`src/logic/vic_pkg.sv`:
```
// Shared constants, register map and state types of the interrupt controller
package vic_pkg;

  // ******************************************************************
  // Program counter and vectors
  // ******************************************************************
  localparam int PC_W = 12;
  localparam logic [PC_W-1:0] VEC_EXT = 12'h004;
  localparam logic [PC_W-1:0] VEC_TMR0 = 12'h008;
  localparam logic [PC_W-1:0] VEC_TMR1 = 12'h00C;
  localparam int NUM_SRC = 3;

  // ******************************************************************
  // Register map (byte addresses) and field positions
  // ******************************************************************
  localparam logic [7:0] OFS_CTRL = 8'h00;
  localparam logic [7:0] OFS_STATUS = 8'h04;
  localparam int BIT_GIE = 0;
  localparam int BIT_EXT_EN = 1;
  localparam int BIT_TMR0_EN = 2;
  localparam int BIT_TMR1_EN = 3;
  localparam int BIT_EXT_FLAG = 4;
  localparam int BIT_TMR0_FLAG = 5;
  localparam int BIT_TMR1_FLAG = 6;
  localparam int BIT_ST_PDOWN = 0;
  localparam int BIT_ST_STACK = 1;
  localparam int BIT_ST_PEND = 2;
  localparam int POS_ST_SRC = 4;
  localparam logic [31:0] RDATA_NONE = 32'h0000_0000;

  // ******************************************************************
  // State types
  // ******************************************************************
  typedef enum logic [0:0] {BUS_IDLE, BUS_ACK} vic_bus_t;

  typedef struct packed {
    vic_bus_t bus;
    logic waitreq;
    logic [31:0] rdata;
    logic gie;
    logic [NUM_SRC-1:0] en;
    logic [NUM_SRC-1:0] flag;
    logic ph_prev;
    logic take;
    logic [PC_W-1:0] vector;
    logic [PC_W-1:0] push_pc;
    logic pop;
    logic wake;
    logic [1:0] last_src;
  } vic_state_t;

  localparam vic_state_t ST_RESET = '{bus: BUS_IDLE, waitreq: 1'b1,
      rdata: RDATA_NONE, gie: 1'b0, en: 3'h0, flag: 3'h0, ph_prev: 1'b0,
      take: 1'b0, vector: 12'h000, push_pc: 12'h000, pop: 1'b0,
      wake: 1'b0, last_src: 2'h0};

  // Vector address of a source index, lowest index first in priority
  function automatic logic [PC_W-1:0] vic_vector(input logic [1:0] idx);
    case (idx)
      2'h0: vic_vector = VEC_EXT;
      2'h1: vic_vector = VEC_TMR0;
      default: vic_vector = VEC_TMR1;
    endcase
  endfunction

endpackage

```
`src/logic/vic_pin_edge.sv`:
```
// Pin synchroniser with high-to-low transition detector
module vic_pin_edge
  import vic_pkg::*;
(
  input wire logic i_clk,
  input wire logic i_reset_n,
  input wire logic i_pin,
  output logic o_fall
);

  typedef struct packed {
    logic s1;
    logic s2;
    logic prev;
  } vic_edge_t;

  vic_edge_t st;
  vic_edge_t next_st;

  // Released pin idles high, so reset to high avoids a false edge
  always_comb begin
    next_st = st;
    next_st.s1 = i_pin;
    next_st.s2 = st.s1;
    next_st.prev = st.s2;
  end

  always_ff @(posedge i_clk) begin
    if (!i_reset_n) begin
      st <= 3'h7;
    end else begin
      st <= next_st;
    end
  end

  assign o_fall = st.prev & ~st.s2;

endmodule

```
`src/logic/vic_prio.sv`:
```
// Fixed priority selection among enabled pending sources
module vic_prio
  import vic_pkg::*;
(
  input wire logic [NUM_SRC-1:0] i_req,
  output logic o_valid,
  output logic [1:0] o_idx
);

  always_comb begin
    o_valid = |i_req;
    o_idx = 2'h2;
    if (i_req[0]) begin
      o_idx = 2'h0;
    end else if (i_req[1]) begin
      o_idx = 2'h1;
    end
  end

endmodule

```
`src/logic/vic_core.sv`:
```
// Interrupt controller: flags, enables, priority, entry and wake-up
//
// Our own choices: the address map and the Avalon-MM slave port.
module vic_core
  import vic_pkg::*;
#(
  parameter int ADDR_W = 4
)
(
  input wire logic i_clk,
  input wire logic i_reset_n,
  input wire logic [ADDR_W-1:0] i_address,
  input wire logic i_read,
  input wire logic i_write,
  input wire logic [31:0] i_writedata,
  input wire logic [3:0] i_byteenable,
  output logic [31:0] o_readdata,
  output logic o_waitrequest,
  input wire logic i_ext_pin,
  input wire logic i_port_g_dir_bit0,
  input wire logic i_tmr0_ovf,
  input wire logic i_tmr1_ovf,
  input wire logic i_clock_phase_two,
  input wire logic i_stack_full,
  input wire logic i_reti,
  input wire logic i_power_down,
  input wire logic [PC_W-1:0] i_next_pc,
  output logic o_irq_take,
  output logic [PC_W-1:0] o_vector,
  output logic [PC_W-1:0] o_push_pc,
  output logic o_pc_pop,
  output logic o_wake
);

  // ******************************************************************
  // Elaboration checks
  // ******************************************************************
  generate
    if (ADDR_W < 3 || ADDR_W > 8) begin : g_bad_addr
      $error("vic_core: ADDR_W must be 3 to 8");
    end
  endgenerate

  // ******************************************************************
  // Sources
  // ******************************************************************
  vic_state_t st;
  vic_state_t next_st;
  logic ext_fall;
  logic [NUM_SRC-1:0] set_evt;
  logic [NUM_SRC-1:0] ready_req;
  logic sel_valid;
  logic [1:0] sel_idx;
  logic ph_rise;
  logic do_take;
  logic req;
  logic wr_ctrl;
  logic [7:0] addr8;
  logic [7:0] ctrl_byte;
  logic [7:0] status_byte;

  vic_pin_edge u_pin_edge (
    .i_clk(i_clk),
    .i_reset_n(i_reset_n),
    .i_pin(i_ext_pin),
    .o_fall(ext_fall)
  );

  // Pin counts only while it is configured as interrupt input
  assign set_evt[0] = ext_fall & st.en[0] & i_port_g_dir_bit0;
  assign set_evt[1] = i_tmr0_ovf;
  assign set_evt[2] = i_tmr1_ovf;

  assign ready_req = st.flag & st.en;

  vic_prio u_prio (
    .i_req(ready_req),
    .o_valid(sel_valid),
    .o_idx(sel_idx)
  );

  // The sequencer phase is on our clock, so no synchroniser is needed
  assign ph_rise = i_clock_phase_two & ~st.ph_prev;
  // Stack full keeps the flag pending instead of losing it
  // Global enable gates every source
  assign do_take = ph_rise & st.gie & sel_valid & ~i_stack_full;

  // ******************************************************************
  // Register bus
  // ******************************************************************
  assign req = i_read | i_write;
  assign addr8 = 8'(i_address);
  assign wr_ctrl = i_write & st.waitreq & (addr8 == OFS_CTRL) &
      i_byteenable[0];

  always_comb begin
    ctrl_byte = 8'h00;
    ctrl_byte[BIT_GIE] = st.gie;
    ctrl_byte[BIT_EXT_EN] = st.en[0];
    ctrl_byte[BIT_TMR0_EN] = st.en[1];
    ctrl_byte[BIT_TMR1_EN] = st.en[2];
    ctrl_byte[BIT_EXT_FLAG] = st.flag[0];
    ctrl_byte[BIT_TMR0_FLAG] = st.flag[1];
    ctrl_byte[BIT_TMR1_FLAG] = st.flag[2];
    status_byte = 8'h00;
    status_byte[BIT_ST_PDOWN] = i_power_down;
    status_byte[BIT_ST_STACK] = i_stack_full;
    status_byte[BIT_ST_PEND] = sel_valid;
    status_byte[POS_ST_SRC +: 2] = st.last_src;
  end

  // ******************************************************************
  // Next state
  // ******************************************************************
  always_comb begin
    next_st = st;
    next_st.ph_prev = i_clock_phase_two;
    next_st.take = 1'b0;
    next_st.pop = i_reti;
    next_st.wake = 1'b0;

    // One wait cycle, then the answer stands for the completing edge
    case (st.bus)
      BUS_IDLE: begin
        if (req) begin
          next_st.bus = BUS_ACK;
          next_st.waitreq = 1'b0;
          next_st.rdata = RDATA_NONE;
          if (i_read && addr8 == OFS_CTRL) begin
            next_st.rdata = {24'h00_0000, ctrl_byte};
          end else if (i_read && addr8 == OFS_STATUS) begin
            next_st.rdata = {24'h00_0000, status_byte};
          end
        end
      end
      BUS_ACK: begin
        next_st.bus = BUS_IDLE;
        next_st.waitreq = 1'b1;
      end
      default: begin
        next_st.bus = BUS_IDLE;
        next_st.waitreq = 1'b1;
      end
    endcase

    // Software write first, hardware clear next, hardware set last
    if (wr_ctrl) begin
      next_st.gie = i_writedata[BIT_GIE];
      next_st.en[0] = i_writedata[BIT_EXT_EN];
      next_st.en[1] = i_writedata[BIT_TMR0_EN];
      next_st.en[2] = i_writedata[BIT_TMR1_EN];
      next_st.flag[0] = i_writedata[BIT_EXT_FLAG];
      next_st.flag[1] = i_writedata[BIT_TMR0_FLAG];
      next_st.flag[2] = i_writedata[BIT_TMR1_FLAG];
    end

    if (do_take) begin
      next_st.take = 1'b1;
      // Entry clear beats a software set in the same cycle
      next_st.gie = 1'b0;
      next_st.flag[sel_idx] = 1'b0;
      next_st.vector = vic_vector(sel_idx);
      // Only the return address is handed over for pushing
      next_st.push_pc = i_next_pc;
      next_st.last_src = sel_idx;
    end

    // A new event always wins over any clear of its flag
    next_st.flag = next_st.flag | set_evt;

    // Timer wake ignores its enable; an already set flag masks it
    if (i_power_down && (((set_evt[1] | set_evt[2]) &
        ~(st.flag[1] | st.flag[2]) & (set_evt[1] ? ~st.flag[1] : 1'b1)) ||
        (set_evt[2] && !st.flag[2]) || (set_evt[1] && !st.flag[1]) ||
        set_evt[0])) begin
      next_st.wake = 1'b1;
    end
  end

  always_ff @(posedge i_clk) begin
    if (!i_reset_n) begin
      st <= ST_RESET;
    end else begin
      st <= next_st;
    end
  end

  // ******************************************************************
  // Outputs
  // ******************************************************************
  assign o_readdata = st.rdata;
  assign o_waitrequest = st.waitreq;
  assign o_irq_take = st.take;
  assign o_vector = st.vector;
  assign o_push_pc = st.push_pc;
  assign o_pc_pop = st.pop;
  assign o_wake = st.wake;

  // ******************************************************************
  // Assertions
  // ******************************************************************
  logic past_gie;
  logic past_full;
  logic past_rise;
  logic past_ext_rdy;
  logic past_t0_rdy;
  logic [NUM_SRC-1:0] past_set;
  logic [NUM_SRC-1:0] past_take_clr;
  logic past_wr;
  logic [PC_W-1:0] past_pc;

  always_ff @(posedge i_clk) begin
    past_gie <= st.gie;
    past_full <= i_stack_full;
    past_rise <= ph_rise;
    past_ext_rdy <= ready_req[0];
    past_t0_rdy <= ready_req[1];
    past_set <= set_evt;
    past_take_clr <= do_take ? (3'h1 << sel_idx) : 3'h0;
    past_wr <= wr_ctrl;
    past_pc <= i_next_pc;
  end
endmodule

```
`config.mk`:
```
export PLATFORM = sky130hd
export DESIGN_NAME = vic_core
export DESIGN_NICKNAME = d
export VERILOG_FILES = /design/src/logic/vic_pkg.sv /design/src/logic/vic_pin_edge.sv /design/src/logic/vic_prio.sv /design/src/logic/vic_core.sv
export SDC_FILE = /design/constraint.sdc
export NUM_CORES = 1
export LEC_CHECK = 0
export ABC_AREA = 1
export BUFFER_PORTS_ARGS = -buffer_cell sky130_fd_sc_hd__buf_2
export CAP_MARGIN = 20
export CORE_MARGIN = 8
export CORE_UTILIZATION = 47
export DETAILED_ROUTE_END_ITERATION = 8
export GPL_TIMING_DRIVEN = 0
export MAX_ROUTING_LAYER = met4
export PLACE_DENSITY = 0.95
export SETUP_SLACK_MARGIN = 0.05
export SLEW_MARGIN = 20
export SYNTH_ARGS = -nofsm -noshare
export SYNTH_HDL_FRONTEND = slang
export SYNTH_HIERARCHICAL = 1
export SYNTH_SLANG_ARGS = --single-unit
```
`constraint.sdc`:
```
create_clock -name i_clk -period 2.8 [get_ports i_clk]
set_input_delay 0.7 -clock i_clk [delete_from_list [all_inputs] [get_ports i_clk]]
set_output_delay 0.7 -clock i_clk [all_outputs]
set_load 0.02 [all_outputs]
```
Word-level counts from Yosys, hierarchy flattened. Cells that the tools add are included. Widths: inputs -> output; s select.

Flip-flop bits (word level): 74. Bits of input ports: 64. Output and inout bits: 60. Word-level logic and storage cells: 77.

Equality and inequality tests: 3. $lt $le $gt $ge: 2. Reductions and logical operators: 16. Bitwise operators: 26. Mux-type cells: 14.

Operators by type and width (count): $mux 34 (1); $mux 25 (1); $and 1x1->1 (12); $logic_not 8->1 (1); $pmux 4 s2 (1); $mux 7 (1); $not 1->1 (7); $and 3x3->3 (2); $logic_and 1x1->1 (6); $mux 3 (2); $mux 6 (1); $eq 4x3->1 const B (1); $mux 2 (2); $pmux 2 s2 (1); $logic_or 1x1->1 (3); $lt 2x3->1 const B (1); $mux 1 (3); $not 3->3 (1); $or 1x1->1 (3); $or 3x3->3 (1); $reduce_or 3->1 (1); $demux 1 s2 (1); $eq 2x1->1 const B (1); $ge 2x1->1 const B (1); 5 further kinds (6).

Depth between registers and ports, before layout.
Depth after elaboration: 11. Gate-level depth with buffers: 11. Mapped depth without buffers: 11.

Hierarchy. The synthesis kept the hierarchy.

Modules (own cells, without submodules): vic_core (times used 1, cells each 264, area an instance 2008.2 um^2); vic_pin_edge (times used 1, cells each 11, area an instance 90.1 um^2); vic_prio (times used 1, cells each 5, area an instance 21.3 um^2).

Worst setup path before layout. Ideal clock, no wire load.

Path type: input -> register. From: input i_address[2]. To: register st, in the netlist ctrl_byte[4]. Path buffers: 0. Setup slack: 1.352 ns. Data arrival time: 1.320 ns. Stages on the path: 6. Required time: 2.672 ns. Library setup time: 0.128 ns. Path through: nor2_1 -> nand2_4 -> o21ai_0 -> nand2_1 -> nand2_1 -> o21ai_1.

Word-level cells in the longest chain between the ends: 7.

Ends and longest elaborated chain: start, declared (RTL line vic_core.sv:12) `input wire logic [ADDR_W-1:0] i_address,`; $logic_not 8->1 (*) (RTL line vic_core.sv:93) `assign wr_ctrl = i_write & st.waitreq & (addr8 == OFS_CTRL) &`; $and 1x1->1 (*) (2 in a row) (RTL line vic_core.sv:93); $mux 3 (*) (RTL line vic_core.sv:147) `if (wr_ctrl) begin`; $and 3x3->3 (no line); $mux 3 (*) (RTL line vic_core.sv:157) `if (do_take) begin`; $or 3x3->3 (*) (RTL line vic_core.sv:169) `next_st.flag = next_st.flag | set_evt;`; end signal, assigned (RTL line vic_core.sv:184) `st <= next_st;`; end, declared (RTL line vic_core.sv:47) `vic_state_t st;`.

Every way passes the cells marked *; elsewhere a longest branch is shown, timed or not. A chain may end at the register's enable or synchronous reset.

Final worst setup path.
From: register st, in the netlist o_push_pc[6]. To: output o_push_pc[6].

RTL lines: end, declared (RTL line vic_core.sv:30) `output logic [PC_W-1:0] o_push_pc,`.

No word-level cell between the ends.

==> results.json <==
{
  "ys_seq_area_share_pct": 36.8,
  "synth.area.top_cells": "dfxtp_1 37%, buf_4 20%, nand2_1 9.4%",
  "synth_ff_type": "dfxtp_1",
  "post_cts_buffers": 0,
  "fin_crit_ps": 1590,
  "cp.arrival_ps": 890,
  "postCtsHoldBufs": 0,
  "htree_levels": 2,
  "synth_top_area_cell": "dfxtp_1",
  "drv_cap": 0,
  "drive_above_1_share_pct": 40.3,
  "worstPathRequired_ps": 2100,
  "place_congestion": 0.880,
  "nets": 445,
  "vias_per_cell": 4.35,
  "p_leak_nw": 1.51,
  "hp-class": "reg -> reg",
  "fp.dieW_um": 83.2,
  "finalCritPeriodShare_pct": 56.8,
  "fin_cells": 434,
  "place_inst": 426,
  "overflow": 0,
  "ys_async_sr_fraction_pct": 0,
  "p_per_area_mw_per_mm2": 428,
  "path_cells": "buf_4 > buf_2",
  "path_max_fanout": 2,
  "core_mm2": 0.00435,
  "place.port_buffers": 60,
  "grt_start_max_net_pins": 12,
  "max_stage_delay_ps": 350,
  "synth_top_cell_area_share_pct": 36.8,
  "clockBufferDepth": 2,
  "rsz0062_at_grt": "no",
  "yosys_warnings": 6,
  "syn_area_mm2": 0.00212,
  "wl_mm": 4.98,
  "slew_viol_final": 0,
  "clock_sinks": 39,
  "fmax_mhz": 628,
  "cts_resized": 0,
  "synth_cell_types": 25,
  "clock_latency_ps": 290,
  "multi_input_area_um2": 876,
  "clkTransAtPathRegs_ps": 70,
  "via_count": 1887,
  "regArea_um2": 781,
  "synth_common_cells": "56 x buf_4, 53 x nand2_1, 39 x dfxtp_1, 30 x inv_1, 22 x nor2_1",
  "synthCells": 280,
  "drtIter0Drc": 130,
  "hold_ws_ps": 408,
  "grt_pass1_wl_mm": 8.42,
  "row_count": 24,
  "outcome": "complete, no violations",
  "drt-pass1-iter-count": 5,
  "synth_most_common_cell": "buf_4",
  "antenna_found_initial": 0,
  "track_usage_pct": 14.8,
  "grt_pass1_vias": 1896,
  "start_kind": "flop",
  "skew_ps": 4.48,
  "tritoncts": "done",
  "initial_utilization_pct": 48.7,
  "ir_worst_vdd_uv": 324,
  "worstSetupEndpointType": "output port",
  "path_class": "reg -> out",
  "pin_count": 124,
  "die_h_um": 83.2,
  "setup_viol": 0,
  "wl_per_cell_um": 11.5,
  "tns_ps": 0,
  "synth_edf_count": 0,
  "hpwl_mm": 4.10,
  "n_fill_cell": 401,
  "drtAntennaViolNets": 0,
  "fp.dieArea_mm2": 0.00691,
  "diodes": 0,
  "avgSynthCellArea_um2": 7.57,
  "final_hold_viol_count": 0,
  "ys_ff_latch": 39,
  "cts_inserted_buffers": 5,
  "drc": 0,
  "syn_to_final_growth_pct": 27.1,
  "crit_slowest_cell": "dfxtp_1",
  "clockRootBuffer": "clkbuf_8"
}
## area by class of cell
cell class / instances / area share, %
plain buffers: 62 / 17.4
well taps: 52 / 2.42
repair buffers: 60 / 11.1
multi-input cells: 182 / 32.5
inverters: 31 / 4.51
flip-flops and latches: 39 / 29.0
clock buffers: 7 / 2.83
clock inverters: 1 / 0.186
## through the flow
step | utilization [%] | setup slack, ps | total power [mW] | instance area, um2
6_report | 61.9 | 1210 | 1.15 | 2690
5_1_grt | 61.9 | 1110 | 1.21 | 2690
4_1_cts | 61.9 | 1190 | 1.16 | 2690
3_5_place_dp | 60.0 | 1080 | 0.802 | 2610
3_3_place_gp | 60.0 | 1110 | 0.798 | 2610
2_1_floorplan | - | 1350 | 0.747 | 2250
## registers in the layout (all words and copies together) (netlist names)
| signal | count |
|---|---|
| ctrl_byte | 7 |
| st | 4 |
| o_pc_pop | 1 |
| u_pin_edge/st | 1 |
| o_readdata | 7 |
| o_push_pc | 12 |
| o_waitrequest | 1 |
| o_irq_take | 1 |
| o_vector | 2 |
| o_wake | 1 |
| u_pin_edge/next_st | 2 |
## critical path: cells and delay by family (launching register included)
family	cells	cell delay, ps
buf+inv	2	260
flops	1	350
## logic make-up (layout without fill, tap and decap cells)
logic type | Yosys count | in the layout | synth area share [%]
and+or+nand+nor | 114 | 114 | 25.6
other | 1 | 35 | 0.177
buffers and inverters | 93 | 161 | 27.9
DFF | 39 | 39 | 36.8
AOI/OAI and AO/OA | 33 | 33 | 9.50
## path summary, 6_finish.rpt
check | startpoint | endpoint | slack, ps | cells after the start
worst max-delay path | o_push_pc[6] | o_push_pc[6] | 1210 | 2
worst min-delay path | u_pin_edge/next_st[1] | u_pin_edge/next_st[0] | 410 | 2
worst max register to register | ctrl_byte[5] | o_push_pc[1] | 1270 | 10
worst min register to register | u_pin_edge/next_st[1] | u_pin_edge/next_st[0] | 410 | 2
## report_power, final
group          switching [mW]  internal, mW
clock                   0.184         0.175
combinational           0.124        0.0874
sequential             0.0107         0.571
total                   0.319         0.833
## cells in the final DEF (no fill, tap or decap), types with 2 or more instances in the layout
cell      synthesis  routed
a21oi_1          10      10
a21oi_2           8       8
buf_2             2      62
buf_4            56      56
clkbuf_1          2       4
clkbuf_8          0       5
conb_1            1      35
dfxtp_1          39      39
inv_1            30      30
nand2_1          53      53
nand2_2           8       8
nand2_4           2       2
nand3_1           9       9
nand4_1           7       7
nor2_1           22      22
nor2_2            4       4
nor2_4            4       4
nor3_1            4       4
o21ai_0           7       7
o21ai_1           6       6
## metal layers
layer / routed length [um] / global-route usage (%) / vias to the layer above
met5: 0 / - / -
met4: 81 / 5.75 / 0
met3: 377 / 4.59 / 6
met1: 2020 / 15.4 / 814
met2: 2510 / 25.4 / 86
li1: - / - / 981
(Power assumes the default switching activity.)
